===== src/fspg_pkg.sv =====
// flash status and protection guard: shared constants, types, decoders
// assumes a 32-bit axi4-lite slave with 8-bit registers in the low byte
`default_nettype none
package fspg_pkg;

  // ****************************************************************
  // bus geometry
  // ****************************************************************
  localparam int unsigned AXI_AW   = 8;
  localparam int unsigned AXI_DW   = 32;
  localparam int unsigned REG_W    = 8;
  localparam int unsigned IDX_W    = 4;
  localparam int unsigned ADDR_LSB = 2;
  localparam logic [1:0]  RESP_OKAY   = 2'h0;
  localparam logic [1:0]  RESP_SLVERR = 2'h2;

  // ****************************************************************
  // register indices (byte address is four times the index)
  // ****************************************************************
  localparam logic [IDX_W-1:0] IDX_CFG  = 4'h3;
  localparam logic [IDX_W-1:0] IDX_PROT = 4'h4;
  localparam logic [IDX_W-1:0] IDX_STAT = 4'h5;
  localparam logic [IDX_W-1:0] IDX_CMD  = 4'h6;

  // ****************************************************************
  // field positions
  // ****************************************************************
  localparam int unsigned B_BEF   = 7;
  localparam int unsigned B_CDONE = 6;
  localparam int unsigned B_PROTECTION_VIOLATION_FLAG = 5;
  localparam int unsigned B_ACC   = 4;
  localparam int unsigned B_BLANK = 2;
  localparam int unsigned B_FAIL  = 1;
  localparam int unsigned B_IDLE  = 0;
  localparam int unsigned B_BEIE  = 7;
  localparam int unsigned B_CDIE  = 6;
  localparam int unsigned B_OPEN  = 7;
  localparam int unsigned B_HDIS  = 5;
  localparam int unsigned B_LDIS  = 2;

  // ****************************************************************
  // command codes and protection tables
  // ****************************************************************
  localparam logic [REG_W-1:0] CMD_VERIFY = 8'h05;
  localparam logic [REG_W-1:0] CMD_PROG   = 8'h20;
  localparam logic [REG_W-1:0] CMD_SECTOR = 8'h40;
  localparam logic [REG_W-1:0] CMD_MASS   = 8'h41;
  localparam logic [REG_W-1:0] CMD_MASK   = 8'h65;
  // allowed targets for source scenarios 0..5, row n in bits [8n+7:8n]
  localparam logic [47:0] TRANS_FIXED = {8'h3C, 8'h18, 8'h08, 8'h0C, 8'h0A, 8'h0F};

  typedef enum logic [1:0] {
    SEQ_IDLE = 2'h0,
    SEQ_ADDR = 2'h1,
    SEQ_CMD  = 2'h3
  } fspg_seq_t;

  // mapped register indices
  function automatic logic fspg_reg_hit(input logic [IDX_W-1:0] idx);
    return idx inside {IDX_CFG, IDX_PROT, IDX_STAT, IDX_CMD};
  endfunction

  // protection byte to scenario number 0..7
  function automatic logic [2:0] fspg_scenario(input logic [REG_W-1:0] p);
    return {~p[B_OPEN], ~p[B_HDIS], ~p[B_LDIS]};
  endfunction

endpackage
`default_nettype wire


===== src/fspg_reg_if.sv =====
// register access strobes between the bus slave and the status core
// assumes all users sit on one clock; carries no clock of its own
`timescale 1ns/1ps
`default_nettype none
interface fspg_reg_if;
  logic       wr;
  logic       rd;
  logic [3:0] idx_w;
  logic [3:0] idx_r;
  logic [7:0] wdata;
  logic [7:0] rdata;
  modport slave (output wr, rd, idx_w, idx_r, wdata, input rdata);
  modport core  (input wr, rd, idx_w, idx_r, wdata, output rdata);
endinterface
`default_nettype wire


===== src/fspg_prot_filter.sv =====
// protection configuration register with its transition filter
// assumes wr_en is a one-cycle strobe on the same clock
`timescale 1ns/1ps
`default_nettype none
module fspg_prot_filter import fspg_pkg::*; #(
  parameter logic [REG_W-1:0] PROT_RESET = 8'hFF,
  parameter logic [15:0]      TRANS_HI   = 16'h8848
) (
  // clock and reset
  input  wire logic             aclk,
  input  wire logic             aresetn,
  input  wire logic             ce,
  // write port
  input  wire logic             wr_en,
  input  wire logic [REG_W-1:0] wdata,
  // state
  output logic      [REG_W-1:0] prot_q,
  output logic                  allowed
);

  typedef struct packed {
    logic [REG_W-1:0] prot;
  } fspg_pf_t;

  fspg_pf_t s_q, s_d;
  logic [63:0] mask;

  // ****************************************************************
  // transition check
  // ****************************************************************
  // rows 6 and 7 come from a parameter so they can be set per part
  assign mask    = {TRANS_HI, TRANS_FIXED};
  assign allowed = mask[{fspg_scenario(s_q.prot), fspg_scenario(wdata)}];
  assign prot_q  = s_q.prot;

  // a refused write leaves the register untouched
  always_comb begin
    s_d = s_q;
    if (wr_en && allowed) begin
      s_d.prot = wdata;
    end
  end

  always_ff @(posedge aclk) begin
    if (!aresetn) begin
      s_q <= '{prot: PROT_RESET};
    end else if (ce) begin
      s_q <= s_d;
    end
  end

endmodule
`default_nettype wire


===== src/fspg_axil_slave.sv =====
// axi4-lite slave that turns bus transfers into register strobes
// assumes one outstanding write and one outstanding read
`timescale 1ns/1ps
`default_nettype none
module fspg_axil_slave import fspg_pkg::*; (
  // clock and reset
  input  wire logic              aclk,
  input  wire logic              aresetn,
  input  wire logic              ce,
  // write channels
  input  wire logic              awvalid,
  output logic                   awready,
  input  wire logic [AXI_AW-1:0] awaddr,
  input  wire logic              wvalid,
  output logic                   wready,
  input  wire logic [AXI_DW-1:0] wdata,
  input  wire logic [3:0]        wstrb,
  output logic                   bvalid,
  input  wire logic              bready,
  output logic      [1:0]        bresp,
  // read channels
  input  wire logic              arvalid,
  output logic                   arready,
  input  wire logic [AXI_AW-1:0] araddr,
  output logic                   rvalid,
  input  wire logic              rready,
  output logic      [AXI_DW-1:0] rdata,
  output logic      [1:0]        rresp,
  // register strobes
  fspg_reg_if.slave              rb
);

  typedef struct packed {
    logic             have_aw;
    logic             have_w;
    logic [IDX_W-1:0] aidx;
    logic [REG_W-1:0] wdat;
    logic             wen;
    logic             bvalid;
    logic [1:0]       bresp;
    logic             rvalid;
    logic [REG_W-1:0] rdat;
    logic [1:0]       rresp;
  } fspg_ax_t;

  fspg_ax_t s_q, s_d;
  logic     do_wr;

  // ****************************************************************
  // handshakes and strobes
  // ****************************************************************
  // address and data are held until the response is taken
  assign awready  = ce && !s_q.have_aw && !s_q.bvalid;
  assign wready   = ce && !s_q.have_w && !s_q.bvalid;
  assign arready  = ce && !s_q.rvalid;
  assign do_wr    = ce && s_q.have_aw && s_q.have_w && !s_q.bvalid;
  assign rb.wr    = do_wr && s_q.wen && fspg_reg_hit(s_q.aidx);
  assign rb.idx_w = s_q.aidx;
  assign rb.wdata = s_q.wdat;
  assign rb.rd    = arvalid && arready;
  assign rb.idx_r = araddr[ADDR_LSB +: IDX_W];

  always_comb begin
    s_d = s_q;
    if (awvalid && awready) begin
      s_d.have_aw = 1'b1;
      s_d.aidx    = awaddr[ADDR_LSB +: IDX_W];
    end
    if (wvalid && wready) begin
      s_d.have_w = 1'b1;
      s_d.wdat   = wdata[REG_W-1:0];
      s_d.wen    = wstrb[0];
    end
    if (do_wr) begin
      s_d.have_aw = 1'b0;
      s_d.have_w  = 1'b0;
      s_d.bvalid  = 1'b1;
      s_d.bresp   = fspg_reg_hit(s_q.aidx) ? RESP_OKAY : RESP_SLVERR;
    end
    if (s_q.bvalid && bready) begin
      s_d.bvalid = 1'b0;
    end
    if (rb.rd) begin
      s_d.rvalid = 1'b1;
      s_d.rdat   = rb.rdata;
      s_d.rresp  = fspg_reg_hit(rb.idx_r) ? RESP_OKAY : RESP_SLVERR;
    end
    if (s_q.rvalid && rready) begin
      s_d.rvalid = 1'b0;
    end
  end

  always_ff @(posedge aclk) begin
    if (!aresetn) begin
      s_q <= '0;
    end else if (ce) begin
      s_q <= s_d;
    end
  end

  assign bvalid = s_q.bvalid;
  assign bresp  = s_q.bresp;
  assign rvalid = s_q.rvalid;
  assign rdata  = AXI_DW'(s_q.rdat);
  assign rresp  = s_q.rresp;

endmodule
`default_nettype wire


===== src/fspg_top.sv =====
// flash status and protection guard: status flags, launch gate, registers
// assumes the program/erase engine shares aclk and gives one-cycle pulses
//
// What this block does
// - refused protection writes leave register unchanged
// - protection register reads show scenario in force
// - fixed transition table for scenarios 0 to 5
// - normal mode status bit access per field
// - special mode exposes verify-error and idle
// - buffer-empty flag set when free, write-one clears
// - zero to buffer-empty mid-sequence aborts, flags error
// - buffer-empty and its enable raise interrupt
// - command-done clears on launch, sets when all done
// - command-done and its enable raise interrupt
// - protected program/erase sets violation, write-one clears
// - violation flag blocks command launch
// - sequence, illegal command, stop set access error
// - access error blocks command launch
// - erased flag set by verify, cleared at launch
// - verify-error set on failed verify in special mode, blocks launch
// - idle flag shows no operation active
//
// The implementer's own choice: the AXI4-Lite slave port.
`timescale 1ns/1ps
`default_nettype none
module fspg_top import fspg_pkg::*; #(
  parameter logic [REG_W-1:0] PROT_RESET = 8'hFF,
  parameter logic [15:0]      TRANS_HI   = 16'h8848
) (
  // clock, reset, enable
  input  wire logic              aclk,
  input  wire logic              aresetn,
  input  wire logic              ce,
  // axi4-lite write
  input  wire logic              awvalid,
  output logic                   awready,
  input  wire logic [AXI_AW-1:0] awaddr,
  input  wire logic              wvalid,
  output logic                   wready,
  input  wire logic [AXI_DW-1:0] wdata,
  input  wire logic [3:0]        wstrb,
  output logic                   bvalid,
  input  wire logic              bready,
  output logic      [1:0]        bresp,
  // axi4-lite read
  input  wire logic              arvalid,
  output logic                   arready,
  input  wire logic [AXI_AW-1:0] araddr,
  output logic                   rvalid,
  input  wire logic              rready,
  output logic      [AXI_DW-1:0] rdata,
  output logic      [1:0]        rresp,
  // chip mode and engine events
  input  wire logic              special_mode,
  input  wire logic              flash_word_wr,
  input  wire logic              cmd_fetched,
  input  wire logic              all_done,
  input  wire logic              engine_active,
  input  wire logic              prot_hit,
  input  wire logic              stop_req,
  input  wire logic              verify_done,
  input  wire logic              verify_blank,
  // towards the engine and the cpu
  output logic                   cmd_launch,
  output logic      [REG_W-1:0]  command_code_bits,
  output logic      [REG_W-1:0]  protection_config,
  output logic                   irq
);

  // ****************************************************************
  // state
  // ****************************************************************
  typedef struct packed {
    fspg_seq_t        seq;
    logic             bef;
    logic             cdone;
    logic             protection_violation_flag;
    logic             access_error_flag;
    logic             blank;
    logic             fail;
    logic             beie;
    logic             cdie;
    logic [REG_W-1:0] cmd;
    logic             launch;
  } fspg_core_t;

  localparam fspg_core_t CORE_RESET = '{
    seq: SEQ_IDLE, bef: 1'b1, cdone: 1'b1, protection_violation_flag: 1'b0, access_error_flag: 1'b0,
    blank: 1'b0, fail: 1'b0, beie: 1'b0, cdie: 1'b0, cmd: 8'h00,
    launch: 1'b0};

  fspg_core_t s_q, s_d;
  fspg_reg_if rb ();

  logic             w_cfg;
  logic             w_prot;
  logic             w_stat;
  logic             w_cmd;
  logic             blocked;
  logic             prot_ok;
  logic [REG_W-1:0] cmd_new;

  // ****************************************************************
  // submodules
  // ****************************************************************
  fspg_axil_slave u_bus (
    .aclk    (aclk),
    .aresetn (aresetn),
    .ce      (ce),
    .awvalid (awvalid),
    .awready (awready),
    .awaddr  (awaddr),
    .wvalid  (wvalid),
    .wready  (wready),
    .wdata   (wdata),
    .wstrb   (wstrb),
    .bvalid  (bvalid),
    .bready  (bready),
    .bresp   (bresp),
    .arvalid (arvalid),
    .arready (arready),
    .araddr  (araddr),
    .rvalid  (rvalid),
    .rready  (rready),
    .rdata   (rdata),
    .rresp   (rresp),
    .rb      (rb)
  );

  fspg_prot_filter #(
    .PROT_RESET (PROT_RESET),
    .TRANS_HI   (TRANS_HI)
  ) u_prot (
    .aclk    (aclk),
    .aresetn (aresetn),
    .ce      (ce),
    .wr_en   (w_prot),
    .wdata   (rb.wdata),
    .prot_q  (protection_config),
    .allowed (prot_ok)
  );

  // ****************************************************************
  // write decode
  // ****************************************************************
  assign w_cfg   = rb.wr && (rb.idx_w == IDX_CFG);
  assign w_prot  = rb.wr && (rb.idx_w == IDX_PROT);
  assign w_stat  = rb.wr && (rb.idx_w == IDX_STAT);
  assign w_cmd   = rb.wr && (rb.idx_w == IDX_CMD);
  assign cmd_new = rb.wdata & CMD_MASK;
  // any pending error keeps the buffer from being launched
  assign blocked = s_q.protection_violation_flag || s_q.access_error_flag || s_q.fail;

  // ****************************************************************
  // flag and sequence update
  // ****************************************************************
  // clears come before the engine event sets, so an engine set wins a clash
  always_comb begin
    s_d        = s_q;
    s_d.launch = 1'b0;
    if (w_cfg) begin
      s_d.beie = rb.wdata[B_BEIE];
      s_d.cdie = rb.wdata[B_CDIE];
    end
    // a flash word write opens a sequence; outside idle it sets access error
    if (flash_word_wr) begin
      if (s_q.seq == SEQ_IDLE) begin
        s_d.seq = SEQ_ADDR;
      end else begin
        s_d.seq    = SEQ_IDLE;
        s_d.access_error_flag = 1'b1;
      end
    end
    if (w_cmd) begin
      s_d.cmd = cmd_new;
      if (s_q.seq == SEQ_ADDR &&
          cmd_new inside {CMD_VERIFY, CMD_PROG, CMD_SECTOR, CMD_MASS}) begin
        s_d.seq = SEQ_CMD;
      end else begin
        s_d.seq    = SEQ_IDLE;
        s_d.access_error_flag = 1'b1;
      end
    end
    if (w_stat) begin
      if (rb.wdata[B_PROTECTION_VIOLATION_FLAG]) begin
        s_d.protection_violation_flag = 1'b0;
      end
      if (rb.wdata[B_ACC]) begin
        s_d.access_error_flag = 1'b0;
      end
      if (special_mode && rb.wdata[B_FAIL]) begin
        s_d.fail = 1'b0;
      end
      if (rb.wdata[B_BEF]) begin
        if (s_q.seq == SEQ_CMD && !blocked) begin
          s_d.bef    = 1'b0;
          s_d.cdone  = 1'b0;
          s_d.blank  = 1'b0;
          s_d.seq    = SEQ_IDLE;
          s_d.launch = 1'b1;
        end else if (s_q.seq == SEQ_ADDR) begin
          s_d.seq    = SEQ_IDLE;
          s_d.access_error_flag = 1'b1;
        end
      end else if (s_q.seq != SEQ_IDLE) begin
        s_d.seq    = SEQ_IDLE;
        s_d.access_error_flag = 1'b1;
      end
    end
    // engine events
    if (cmd_fetched) begin
      s_d.bef = 1'b1;
    end
    if (all_done) begin
      s_d.cdone = 1'b1;
    end
    if (prot_hit) begin
      s_d.protection_violation_flag = 1'b1;
    end
    if (stop_req && !s_q.cdone) begin
      s_d.access_error_flag = 1'b1;
    end
    if (verify_done && verify_blank) begin
      s_d.blank = 1'b1;
    end
    if (verify_done && !verify_blank && special_mode) begin
      s_d.fail = 1'b1;
    end
  end

  always_ff @(posedge aclk) begin
    if (!aresetn) begin
      s_q <= CORE_RESET;
    end else if (ce) begin
      s_q <= s_d;
    end
  end

  // ****************************************************************
  // read mux
  // ****************************************************************
  // hidden bits read zero; status bits 1 and 0 only in special mode
  always_comb begin
    rb.rdata = '0;
    unique case (rb.idx_r)
      IDX_CFG: begin
        rb.rdata[B_BEIE] = s_q.beie;
        rb.rdata[B_CDIE] = s_q.cdie;
      end
      IDX_PROT: begin
        rb.rdata = protection_config;
      end
      IDX_STAT: begin
        rb.rdata[B_BEF]   = s_q.bef;
        rb.rdata[B_CDONE] = s_q.cdone;
        rb.rdata[B_PROTECTION_VIOLATION_FLAG] = s_q.protection_violation_flag;
        rb.rdata[B_ACC]   = s_q.access_error_flag;
        rb.rdata[B_BLANK] = s_q.blank;
        rb.rdata[B_FAIL]  = special_mode && s_q.fail;
        rb.rdata[B_IDLE]  = special_mode && !engine_active;
      end
      IDX_CMD: begin
        rb.rdata = s_q.cmd;
      end
      default: begin
        rb.rdata = '0;
      end
    endcase
  end

  // ****************************************************************
  // outputs
  // ****************************************************************
  // interrupt is a level, held as long as flag and enable are both set
  assign irq = (s_q.bef && s_q.beie) || (s_q.cdone && s_q.cdie);
  assign cmd_launch        = s_q.launch;
  assign command_code_bits = s_q.cmd;

  // ****************************************************************
  // assertions
  // ****************************************************************
  a_prot_refused: assert property (
    @(posedge aclk) disable iff (!aresetn)
    ce && w_prot && !prot_ok |=> $stable(protection_config))
    else $error("refused protection write changed the register");

  a_prot_taken: assert property (
    @(posedge aclk) disable iff (!aresetn)
    ce && w_prot && prot_ok |=> protection_config == $past(rb.wdata))
    else $error("allowed protection write not stored");

  a_prot_readback: assert property (
    @(posedge aclk) disable iff (!aresetn)
    rb.rd && rb.idx_r == IDX_PROT |=> rvalid && rdata[REG_W-1:0] == $past(protection_config))
    else $error("protection read shows wrong value");

  a_normal_hidden: assert property (
    @(posedge aclk) disable iff (!aresetn)
    rb.rd && rb.idx_r == IDX_STAT && !special_mode |=> rdata[B_FAIL] == 1'b0
      && rdata[B_IDLE] == 1'b0 && rdata[3] == 1'b0)
    else $error("hidden status bits read nonzero");

  a_special_idle: assert property (
    @(posedge aclk) disable iff (!aresetn)
    rb.rd && rb.idx_r == IDX_STAT && special_mode |=> rdata[B_IDLE] == !$past(engine_active))
    else $error("idle bit does not follow engine activity");

  a_launch_gate: assert property (
    @(posedge aclk) disable iff (!aresetn)
    $rose(cmd_launch) |-> !$past(s_q.protection_violation_flag) && !$past(s_q.access_error_flag) && !$past(s_q.fail))
    else $error("command launched while an error flag was set");

  a_launch_clears: assert property (
    @(posedge aclk) disable iff (!aresetn)
    cmd_launch && !$past(cmd_fetched) && !$past(all_done) |-> !s_q.bef && !s_q.cdone)
    else $error("launch did not clear buffer-empty and command-done");

  a_abort_error: assert property (
    @(posedge aclk) disable iff (!aresetn)
    ce && w_stat && !rb.wdata[B_BEF] && s_q.seq != SEQ_IDLE |=> s_q.access_error_flag ##0 s_q.seq == SEQ_IDLE)
    else $error("zero to buffer-empty mid-sequence did not abort");

  a_protection_violation_flag_set: assert property (
    @(posedge aclk) disable iff (!aresetn)
    ce && prot_hit |=> s_q.protection_violation_flag)
    else $error("protection hit did not set the violation flag");

  a_stop_error: assert property (
    @(posedge aclk) disable iff (!aresetn)
    ce && stop_req && !s_q.cdone |=> s_q.access_error_flag)
    else $error("stop during a command did not set access error");

  a_irq_level: assert property (
    @(posedge aclk) disable iff (!aresetn)
    s_q.bef && s_q.beie |-> irq)
    else $error("buffer-empty interrupt missing");

  a_blank_clear: assert property (
    @(posedge aclk) disable iff (!aresetn)
    $rose(cmd_launch) && !$past(verify_done) |-> !s_q.blank)
    else $error("erased flag survived a launch");

endmodule
`default_nettype wire


===== config.mk =====
export PLATFORM = sky130hd
export DESIGN_NAME = fspg_top
export DESIGN_NICKNAME = d
export VERILOG_FILES = /design/src/fspg_pkg.sv /design/src/fspg_reg_if.sv /design/src/fspg_prot_filter.sv /design/src/fspg_axil_slave.sv /design/src/fspg_top.sv
export SDC_FILE = /design/constraint.sdc
export NUM_CORES = 1
export LEC_CHECK = 0
export ABC_AREA = 1
export BUFFER_PORTS_ARGS = -buffer_cell sky130_fd_sc_hd__clkbuf_2
export CORE_UTILIZATION = 47
export DETAILED_ROUTE_END_ITERATION = 16
export PLACE_DENSITY = 0.91
export REMOVE_ABC_BUFFERS = 1
export SLEW_MARGIN = 20
export SYNTH_ARGS = -nofsm -noshare
export SYNTH_HDL_FRONTEND = slang
export SYNTH_SLANG_ARGS = --single-unit

===== constraint.sdc =====
create_clock -name aclk -period 1.57 [get_ports aclk]
set_input_delay 0.314 -clock aclk [delete_from_list [all_inputs] [get_ports aclk]]
set_output_delay 0.314 -clock aclk [all_outputs]
set_load 0.01 [all_outputs]

; ---- Word level (Yosys, flattened, before mapping)
; Memories as Yosys holds them, arrays and structs flattened.
; Cells that the tools add are included.
; W data, S select, Z words.
[op_classes]
order_cmp = 1
div_mod_pow = 0
n_eq_ne = 14
mux = 47
bitwise = 6
multipliers = 0
addsub = 0
reduce_logical = 80
shifts = 0
[op_table]
columns = operator, count
row1 = $reduce_bool A2 Y1, 18
row2 = $logic_and A1 B1 Y1, 31
row3 = $mux W1, 29
row4 = $eq A4 B3 Y1 const B, 7
row5 = $mux W2, 12
row6 = $reduce_and A2 Y1, 11
row7 = $eq A4 B2 Y1 const B, 3
row8 = $reduce_and A4 Y1, 3
row9 = $reduce_bool A4 Y1, 3
row10 = $mux W11, 1
row11 = $pmux W3 S3, 1
row12 = $eq A4 B4 Y1 const B, 2
row13 = $logic_not A1 Y1, 8
row14 = $mux W8, 1
row15 = $pmux W2 S4, 1
row16 = $lt A6 B7 Y1 const B, 1
row17 = $not A1 Y1, 6
row18 = $pmux W2 S3, 1
row19 = $reduce_and A3 Y1, 2
row20 = $logic_or A1 B1 Y1, 3
row21 = $mux W3, 1
row22 = $eq A2 B1 Y1 const B, 1
row23 = $eq A2 B2 Y1 const B, 1
row24 = $logic_not A2 Y1, 1
[word_totals]
mem_count = 1
latch_bits = 0
ff_bits = 52
rom_bits = 64
mem_bits_rw = 0
[mem_list]
columns = memory, depth, width, rd, rd_ports_with_merged_regs, write_ports, line_no
row1 = (no name shown), 64, 1, 1, 0, 0, fspg_prot_filter.sv:33  ; assign allowed = mask[{fspg_scenario(s_q.prot), fspg_scenario(wdata)}];

; ---- Logic depth before layout (Yosys ltp)
; Gate-level depths: netlist (run 1).
[depth]
depth_word = 13
mapped_depth = 10
mapped_depth_nobuf = 9

; ---- Hierarchy
; From an unflattened synthesis (run 1), not the netlist that was laid out.
[unflattened]
cells_unflattened = 447
hier_area_um2 = 2995.4
[by_module_without_submodules]
columns = module, seq_area_each_um2, area_each_um2, cells_per_inst, n_inst
row1 = fspg_axil_slave, 540.5, 1570.3, 227, 1
row2 = fspg_top, 300.3, 988.4, 162, 1
row3 = fspg_prot_filter, 160.2, 436.7, 58, 1

; ---- Least setup slack after synthesis (run 1)
; OpenSTA, ideal clock, no wires.
[synth_timing]
path_kind = flip-flop to flip-flop
startpoint = reg u_bus.s_q, in the netlist u_bus.bvalid
endpoint = reg u_bus.s_q[14] (netlist bit)
t_arrival_ns = 1.208
synth_period_minus_slack_ns = 1.328
path_buffers = 1
stages_incl_launch_ff = 8
required_ns = 1.450
slack_ns = 0.242
path_cell_list = dfxtp_1 -> inv_2 -> nand2_4 -> nor2_1 -> nand2_1 -> buf_2 -> o21ai_0 -> a21oi_1
[synth_via]
elab_chain_len = 4
[synth_lines]
columns = item, line_no
row1 = from (decl), fspg_axil_slave.sv:46  ; fspg_ax_t s_q, s_d;
row2 = from (signal assigned), fspg_axil_slave.sv:95  ; s_q <= '0;
row3 = from (signal assigned), fspg_axil_slave.sv:97  ; s_q <= s_d;
row4 = $logic_not A1 Y1, fspg_axil_slave.sv:54  ; assign wready = ce && !s_q.have_w && !s_q.bvalid;
row5 = $logic_and A1 B1 Y1, fspg_axil_slave.sv:54
row6 = net wready, fspg_top.sv:39  ; output logic wready,
row7 = $logic_and A1 B1 Y1, fspg_axil_slave.sv:69  ; if (wvalid && wready) begin
row8 = $reduce_and A2 Y1 (no source line), n/a
; The timed path passes the listed nets, and every way through them passes these cells.
; A chain may end at the register's enable or synchronous reset.

; ---- Final worst setup path (run 1)
[layout_timing]
startpoint = reg u_bus.s_q, in the netlist u_bus.bvalid
endpoint = out wready
[layout_via]
elab_chain_len = 2
[layout_lines]
columns = item, line_no
row1 = $logic_not A1 Y1, fspg_axil_slave.sv:54
row2 = $logic_and A1 B1 Y1, fspg_axil_slave.sv:54
row3 = to (decl), fspg_top.sv:39
; Every way passes these cells.

==> results of run 1 <==
[worst min-delay path, cell delays in order]
cell and delay, ns:
clkbuf_2 0.08, a21oi_1 0.06, nand2_1 0.06
[through the flow]
step	cell area (um2)	power, mW	setup WS, ns
2_1_floorplan	2456	1.586	0.2543
5_1_grt	3014	2.709	0.01135
4_1_cts	3002	2.602	0.09897
3_5_place_dp	2892	1.719	0.09014
6_report	3014	2.599	0.1067
3_3_place_gp	2892	1.706	0.1267
[cells in the mapped netlist, types with 2 or more instances]
| cell | n |
|---|---|
| nand2_1 | 83 |
| dfxtp_1 | 50 |
| buf_4 | 45 |
| a21oi_1 | 34 |
| o21ai_0 | 33 |
| inv_1 | 30 |
| nor2_1 | 30 |
| nand3_1 | 29 |
| clkbuf_1 | 6 |
| nand2_2 | 5 |
| o211ai_1 | 5 |
| inv_2 | 4 |
| nand4_1 | 4 |
| nor2_4 | 3 |
| buf_2 | 2 |
| nand2_4 | 2 |
| nor2_2 | 2 |
| nor3_2 | 2 |
| nor3_4 | 2 |
| o21ai_1 | 2 |
[state kept, by name, summed over array words and instances (netlist names), 3 cells and up]
name	flops
u_prot.prot_q	8
s_q	10
u_bus.rb.idx_w	4
command_code_bits	4
u_bus.rdata	8
u_bus.s_q	3
u_bus.rb.wdata	8
[power by group through the flow]
stage / Combinational [mW] / Sequential [mW] / Clock (mW)
after floorplan: 0.205 / 1.38 / 0
after global placement: 0.319 / 1.39 / 0
after detailed placement: 0.328 / 1.39 / 0
after CTS: 0.330 / 1.36 / 0.912
after global routing: 0.376 / 1.37 / 0.965
final: 0.334 / 1.36 / 0.903
[metal layers]
metal  GRT usage (%)  routed length [um]  share of wire (%)  vias to the layer above
li1                -                   -                  -                     1268
met1           24.28                2657                 44                     1132
met2           33.33                2845                 47                      103
met3           4.767                 396                6.6                        8
met4           7.593                 102                1.7                        0
met5               0                   0                  0                        -
[how the worst min path moves through the flow]
stage,from,to,slack (ns),cells after the start
finish,cmd_fetched,s_q[16],0.22,3
global route,cmd_fetched,s_q[16],0.23,3
CTS,cmd_fetched,s_q[16],0.21,3
global placement,u_bus.rdata[5],u_bus.rdata[5],0.45,2
detailed placement,u_bus.rdata[7],u_bus.rdata[7],0.46,2
floorplan,aresetn,u_prot.prot_q[0],0.40,1
[cell families (layout without fill, tap and decap cells)]
family | after synthesis | after routing | share of synthesized area, %
and+or+nand+nor | 167 | 167 | 29.53
AOI/OAI and AO/OA | 77 | 77 | 14.86
other | 1 | 30 | 0.1374
DFF | 50 | 50 | 36.68
buffers and inverters | 89 | 108 | 18.80
[final cells by class]
type                    instances  area share (%)
clock inverters                 2           1.245
multi-input cells             274           44.25
inverters                      35           4.359
flip-flops and latches         50           33.29
well taps                      72           2.989
clock buffers                   6           2.408
repair buffers                 65           11.46
[what timing repair did]
action,CTS,global route
hold buffers,0,0
resized for setup,0,5
endpoints found under the hold margin,0,0
setup endpoints to repair,0,11
==> metrics.txt, run 1 <==
first-pass GRT wire length=9522 um; Routed WL per cell=around 12 um; RSZ-0062 raised after global routing=no; HPWL Detailed=4658 um; Avg Cell Area, Syn=7.106 um2; post-synth top area share=36.68%; CP Launch Point=u_bus.bvalid; Crit. End Element=primary output; sequential-to-total area share from yosys stat=36.68%; CP bufs+invs=2; TritonCTS Sinks=50; NetSw=roughly 0.7 mW; reg-to-reg startpoint=u_bus.rb.wdata[2]; Final Setup Violations=0; combinational share of power=12.8%; Reg area=1003 um2; area of the multi-input gates=between 1000 and 1500 um2; placed instance count=496; MaxCap Viol Count=0; Nets=500; clock latency on the worst-skew pair=0.31 ns; die height=78.20 um; area grow syn2layout=10.45%; Clock Tree Root=clkbuf_8; CP max stage cell=dfxtp_1; Worst Reg2Reg Path Length in Cells=9; critical path fanouts, max=4; total global routing overflow=0; setup TNS=0 ns; Synth Instances=384; CTS tree=built; TritonRoute pass-1 iters=4; H-tree levels=2; Reg2Reg Setup Slack=0.17 ns; Clock transition at path regs=0.09 ns; WL final=6003 um; Chip Width=just under 80 um; Period Utilization, post-route=93.20%; full die area=6114 um2; status=complete, no violations; antenna violations before repair=0; worst min path class=primary input to register; Yosys warning total=0; worst r2r dst=u_prot.prot_q[2]; top-level I/O count=128; clock network power share=between 30% and 40%; Antenna Cells=0; setup bufs post-CTS=0; Max Clk Rate=683.4 MHz; Sequential Power Share=52.4%; vias in the first global route=2185; Crit. path cell count=4; fin cells=504; port bufs=62; Synth area leaders=dfxtp_1 37%, buf_4 12%, nand2_1 11%; placer congestion estimate=between 0.8 and 0.9; Final Max Slew Viols=0; most common cell after layout, fill and taps aside=nand2_1; number of flops mapped to enable cells by yosys=0; critical path arrival=~1.2 ns; highest ir drop seen on vdd=between 0.5 and 0.6 mV; ys async rst share=0%; core area=around 5500 um2; Hold WS=roughly 0.22 ns; Inserted Clock Buffers=5; share of cells above drive strength 1=23.15%; final hold vios=0; starting density of the core=49.25%; DRC violations left=0; P_leak=1.452 nW; Iteration-0 DRC Markers=195; Sw Share=26.71%; crit path time final=1.463 ns; startpoint types=register; drt via density=4.982; Worst Setup Path Type=register to primary output; cell taking the most area after synthesis=dfxtp_1; crit-path cells=inv_2, nand2_4, nor2_1, clkbuf_2; Synth Register Bits=50; largest net degree at the start of global routing=27; GRT Total Usage=19.78%; Int Pwr=1.905 mW; power per cell area=862.3 nW/um2; Clock Path Buffers=2; vias=2511; worst setup path end=wready; clk_skew=0.007361 ns; # fillers=about 520; Final ANT Viol Nets=0; CP Data Required Time=1.26 ns; crit-path leading delay family=flip-flops; Final Util=54.40%; post-synthesis cell type count=31; most frequent cells in the layout=81 x nand2_1, 62 x clkbuf_2, 48 x dfxtp_1; Main synth FF type=dfxtp_1; critical path's largest stage delay=0.38 ns; Mapped Area=2729 um2; Rows=27
Note: power is estimated with default switching activity, not from simulation.
==> run 2: changes to the inputs <==
--- a/config.mk
+++ b/config.mk
@@ -5,11 +5,10 @@
 export SDC_FILE = /design/constraint.sdc
 export NUM_CORES = 1
 export LEC_CHECK = 0
-export ABC_AREA = 1
 export BUFFER_PORTS_ARGS = -buffer_cell sky130_fd_sc_hd__clkbuf_2
-export CORE_UTILIZATION = 47
+export CORE_UTILIZATION = 46
 export DETAILED_ROUTE_END_ITERATION = 16
-export PLACE_DENSITY = 0.91
+export PLACE_DENSITY = 0.9
 export REMOVE_ABC_BUFFERS = 1
 export SLEW_MARGIN = 20
 export SYNTH_ARGS = -nofsm -noshare
==> run 2 against run 1 <==
  * The flow now finishes with violations (negative setup slack)
  * Final cell count down 4.6%
  * Routed wire length rose by 8.1%
  * Maximum frequency fell by 9.5%
  * Die area decreased by 1.2%
  * Worst hold slack worse by 0.0045 ns
  * Sequential cell count stayed put
  * Count of clock-buffer cells in the layout down 1
  * Largest power group unchanged
==> metrics.txt, run 2 <==
Final Setup Violations=3 (+3); Avg Cell Area, Syn=8.144 um2 (+15%); main combinational cell family by area after synthesis=simple AND/OR/NAND/NOR gates; met2 wire length=3253 um (+14%); met3 WL=393 um (-0.76%); post-synthesis compound-gate area fraction=16.88% (+2.0 points); critical path arrival=1.82 ns (+0.67 ns); Inserted Clock Buffers=5 (unchanged); full die area=6044 um2 (-1.2%); first-pass GRT wire length=10250 um (+7.6%); Period Utilization, post-route=103.0% (+9.8 points); Chip Width=77.74 um (-0.58%); crit path time final=1.617 ns (+0.1541 ns); top-level I/O count=128 (unchanged); largest net degree at the start of global routing=20 (-26%); Final Max Slew Viols=0 (unchanged); Simple-Gate Fraction of Synth Area=23.61% (-5.9 points); Largest register FFs=10 (unchanged); core area=5507 um2 (-0.61%); highest ir drop seen on vdd=0.5362 mV (-3.2%); vias in the first global route=2252 (+3.1%); MaxCap Viol Count=0 (unchanged); Post-synth top cells=50 x dfxtp_1, 45 x buf_4, 36 x nand2_1; post-synthesis mux area share=4.979% (+5.0 points); hold buffer count at CTS=0 (unchanged); CTS tree=built; vias=2469 (-1.7%); antenna violations before repair=0 (unchanged); starting density of the core=47.92% (-1.3 points); Top Layer Used=met4; dpl cell area=3058 um2 (+5.8%); clock latency on the worst-skew pair=0.30 ns (about the same); final hold vios=0 (unchanged); xor and xnor area share after synthesis=0.6638% (+0.66 points); count leader, synth=dfxtp_1; H-tree levels=2 (unchanged); Clock Tree Root=clkbuf_8; port bufs=62 (unchanged); final worst slack=-0.04742 ns (-0.1541 ns); placer congestion estimate=0.9341 (+8.7%); failing checks=negative setup slack; Synth Register Bits=50 (unchanged); Clock Path Buffers=2 (unchanged); dpl ws=-0.1470 ns (-0.2371 ns); Synth area leaders=dfxtp_1 38%, buf_4 13%, nand2_1 5.1%; HPWL Detailed=4853 um (+4.2%); cell taking the most area after synthesis=dfxtp_1; CP Data Required Time=1.77 ns (+0.51 ns); worst min path class=primary input to register; Antenna Cells=0 (unchanged); sequential-to-total area share from yosys stat=37.93% (+1.3 points); post-synthesis cell type count=49 (+58%); clk_skew=0.008506 ns (+0.001145 ns); TritonCTS Sinks=50 (unchanged); CP max stage cell=or4bb_1; Max Clk Rate=618.3 MHz (-9.5%); Worst Setup Path Type=register to register; Synth Instances=324 (-16%); startpoint types=register; Crit. End Element=register; Routed WL per cell=13.49 um (+13%); critical path's largest stage delay=0.49 ns (+0.11 ns); power per cell area=746.7 nW/um2 (-13%); number of flops mapped to enable cells by yosys=0 (unchanged); area grow syn2layout=24.66%; Iteration-0 DRC Markers=141 (-28%); WL final=6491 um (+8.1%); drt via density=5.133 (+3.0%); most frequent cells in the layout=61 x clkbuf_2, 42 x dfxtp_1, 42 x buf_4; Nets=477 (-4.6%); Final ANT Viol Nets=0 (unchanged); final instance area=3289 um2 (+9.1%); crit-path cells=or4bb_1, o211ai_1, nor3_2, nor4b_2, nor2_1; die height=77.74 um (-0.58%); Met1 Wirelength=2797 um (+5.3%); Largest Register=s_q; TritonRoute pass-1 iters=4 (unchanged); Clock transition at path regs=0.09 ns (about the same); GRT Total Usage=21.51% (+1.7 points); P_leak=1.478 nW (+1.8%); share of cells above drive strength 1=36.67% (+14 points); Mapped Area=2639 um2 (-3.3%); DRC violations left=0 (unchanged); synthesized-area fraction occupied by adder cells=0% (unchanged); RSZ-0062 raised after global routing=yes; Total Power=2.456 mW (-5.5%); Yosys warning total=0 (unchanged); Rows=27 (unchanged); critical path fanouts, max=4 (unchanged); most common cell after layout, fill and taps aside=clkbuf_2; total global routing overflow=0 (unchanged); ys async rst share=0% (unchanged); status=complete, but fails checks; post-synth top area share=37.93% (+1.3 points); Main synth FF type=dfxtp_1
## run 2: worst max-delay path: cells and delay by family, from the launching register on
family	cells	cell delay, ns
AOI/OAI and AO/OA	1	0.28
DFF	1	0.34
and+or+nand+nor	4	0.88
## run 2: routing by layer
layer | global-route usage (%) | vias to the layer above
met1 | 27.02 | 1148
li1 | - | 1212
met4 | 5.660 | 0
met5 | 0 | -
met2 | 37.17 | 102
met3 | 4.471 | 7
## run 2: what timing repair did
item,4_1_cts,5_1_grt
setup buffers,1,3
endpoints found under the setup margin,14,22
gates resized for setup,8,31
pin swaps,3,15
## run 2: layout make-up
class	count	area (um2)
Clock buffer	5	68.82
Clock inverter	3	21.27
Fill cell	487	2217
Inverter	9	33.78
Multi-Input combinational cell	237	1428
Sequential cell	50	1011
Tap cell	72	90.09
Timing Repair Buffer	105	636.9
## run 2: per-stage QoR
stage	hold WS [ns]	instances	utilization, %	setup TNS, ns
CTS	0.2160	478	57.69	-0.03129
floorplan	0.3858	296	-	-0.2566
finish	0.2181	481	59.74	-0.06419
global placement	0.4450	469	55.53	-0.5978
global route	0.2163	481	59.74	-0.5980
detailed placement	0.4581	469	55.53	-1.156
## run 2: kinds of logic after synthesis
logic type	Yosys count
buffers and inverters	66
and+or+nand+nor	122
AOI/OAI and AO/OA	70
xor gates and xnor gates	2
other	1
DFF	50
muxes	13
## run 2: power by group
group | switching, mW | internal [mW] | leakage, nW
Combinational | 0.208 | 0.162 | 1.03
Clock | 0.436 | 0.314 | 0.0441
Sequential | 0.0318 | 1.31 | 0.409
Total | 0.676 | 1.78 | 1.48
## run 2: path summary, 6_finish.rpt
check	start	endpoint	slack (ns)	cells after the start
worst max-delay path	u_bus.rb.wdata[5]	s_q[13]	-0.05	5
worst min-delay path	wdata[6]	u_bus.rb.wdata[6]	0.22	3
worst max register to register	u_bus.rb.wdata[5]	s_q[13]	-0.05	5
worst min register to register	u_bus.rdata[7]	u_bus.rdata[7]	0.47	2
==> run 3: changes to the inputs <==
--- a/config.mk
+++ b/config.mk
@@ -5,7 +5,7 @@
 export SDC_FILE = /design/constraint.sdc
 export NUM_CORES = 1
 export LEC_CHECK = 0
-export BUFFER_PORTS_ARGS = -buffer_cell sky130_fd_sc_hd__clkbuf_2
+export BUFFER_PORTS_ARGS = -buffer_cell sky130_fd_sc_hd__buf_2
 export CORE_UTILIZATION = 46
 export DETAILED_ROUTE_END_ITERATION = 16
 export PLACE_DENSITY = 0.9
==> run 3 against run 2 <==
  * The flow still finishes with violations (negative setup slack)
  * Worst hold slack better by 0.0075 ns
  * Global-route usage hardly changed
  * Sequential power barely moved
  * Via count increased by 1.5%
  * Non-clock buffer count fell by 4
==> metrics.txt, run 3 (same netlist as run 2, synthesis figures left out) <==
Final Setup Violations=1 (-2); clk_skew=0.007151 ns (-0.001355 ns); Iteration-0 DRC Markers=138 (-2.1%); Inserted Clock Buffers=5 (unchanged); highest ir drop seen on vdd=0.4880 mV (-9.0%); dpl ws=-0.1577 ns (-0.01069 ns); Final ANT Viol Nets=0 (unchanged); Clock Path Buffers=2 (unchanged); most common cell after layout, fill and taps aside=buf_2; Rows=27 (unchanged); antenna violations before repair=0 (unchanged); # fillers=488 (+0.21%); core area=5507 um2 (unchanged); area of the multi-input gates=1433 um2 (+0.35%); status=complete, but fails checks; Antenna Cells=0 (unchanged); RSZ-0062 raised after global routing=yes; Worst Setup Path Type=register to register; starting density of the core=47.92% (unchanged); startpoint types=register; TritonCTS Sinks=50 (unchanged); Clock transition at path regs=0.09 ns (about the same); Nets=473 (-0.84%); largest net degree at the start of global routing=16 (-20%); full die area=6044 um2 (unchanged); final hold vios=0 (unchanged); drt via density=5.256 (+2.4%); share of cells above drive strength 1=34.81% (-1.9 points); Final Util=59.96% (+0.23 points); Clock Tree Root=clkbuf_8; worst min path class=primary input to register; Crit. End Element=register; clock latency on the worst-skew pair=0.31 ns (about the same); Largest Register=s_q; critical path fanouts, max=4 (unchanged); DRC violations left=0 (unchanged); TritonRoute pass-1 iters=5 (+1); crit path time final=1.660 ns (+0.04243 ns); failing checks=negative setup slack; Largest register FFs=10 (unchanged); H-tree levels=2 (unchanged); total global routing overflow=0 (unchanged); P_leak=1.481 nW (+0.15%); Routed WL per cell=13.92 um (+3.1%); vias in the first global route=2290 (+1.7%); Period Utilization, post-route=105.7% (+2.7 points); HPWL Detailed=4775 um (-1.6%); CP Data Required Time=1.77 ns (about the same); hold buffer count at CTS=0 (unchanged); Reg area=1010 um2 (-0.12%); final worst slack=-0.08986 ns (-0.04243 ns); port bufs=62 (unchanged); die height=77.74 um (unchanged); Chip Width=77.74 um (unchanged); vias=2507 (+1.5%); Final Max Slew Viols=0 (unchanged); critical path arrival=1.86 ns (+0.04 ns); first-pass GRT wire length=10290 um (+0.40%); GRT Total Usage=21.51% (about the same); CTS tree=built; power per cell area=794.1 nW/um2 (+6.3%); most frequent cells in the layout=62 x buf_2, 43 x dfxtp_1, 36 x nand2_1; MaxCap Viol Count=0 (unchanged); placer congestion estimate=0.8882 (-4.9%); Max Clk Rate=602.5 MHz (-2.6%); top-level I/O count=128 (unchanged); area grow syn2layout=25.13%; WL final=6638 um (+2.3%)
run 3: cell count changes in the layout (fill, tap and decap cells not counted), sizes merged:
cell | previous run | this run
clkbuf | 66 | 5
buf | 44 | 101
bufinv | 0 | 1
clkinvlp | 1 | 0
run 3: where the power goes:
| part | internal, mW | total [mW] | switching, mW |
|---|---|---|---|
| Combinational | 0.164 | 0.370 | 0.207 |
| Sequential | 1.31 | 1.34 | 0.0326 |
| Clock | 0.470 | 0.914 | 0.444 |
| Total | 1.94 | 2.62 | 0.683 |
run 3: area by class of cell:
class,instances,area share [%]
Multi-Input combinational cell,237,43.39
Sequential cell,50,30.58
Timing Repair Buffer,101,18.98
Tap cell,72,2.728
Clock buffer,5,2.084
Clock inverter,3,1.213
Inverter,9,1.023
run 3: repair_timing:
item,4_1_cts,5_1_grt
gates resized for setup,7,29
setup buffers,2,1
pin swaps,5,8
endpoints found under the setup margin,16,22
run 3: per-layer routing:
| layer | GRT usage [%] | wire length [um] |
|---|---|---|
| met1 | 26.27 | 2850 |
| met2 | 36.90 | 3216 |
| met3 | 4.118 | 445 |
| met4 | 8.679 | 126 |
| met5 | 0 | 0 |
run 3: worst max-delay path, cell delays in order (launching register included):
cell and delay [ns]:
dfxtp_2 0.36, or3b_2 0.45, a211oi_2 0.26, nor3_1 0.11, nor4b_2 0.30, nor2_1 0.07
run 3: per-stage QoR:
stage	total power [mW]	instance area (um2)	hold slack (ns)	instances	setup TNS, ns
detailed placement	1.709	3048	0.4594	466	-1.249
global placement	1.697	3048	0.4420	466	-0.7784
floorplan	1.534	2365	0.3858	296	-0.2566
CTS	2.599	3188	0.2301	476	-0.06333
finish	2.622	3302	0.2255	477	-0.08986
global route	2.710	3302	0.2391	477	-0.5632
run 3: path summary, 6_finish.rpt:
kind,from,end,slack [ns],cells after the start
min,wdata[6],u_bus.rb.wdata[6],0.23,3
max reg2reg,u_bus.rb.wdata[5],s_q[13],-0.09,5
max,u_bus.rb.wdata[5],s_q[13],-0.09,5
min reg2reg,u_bus.rdata[7],u_bus.rdata[7],0.47,2
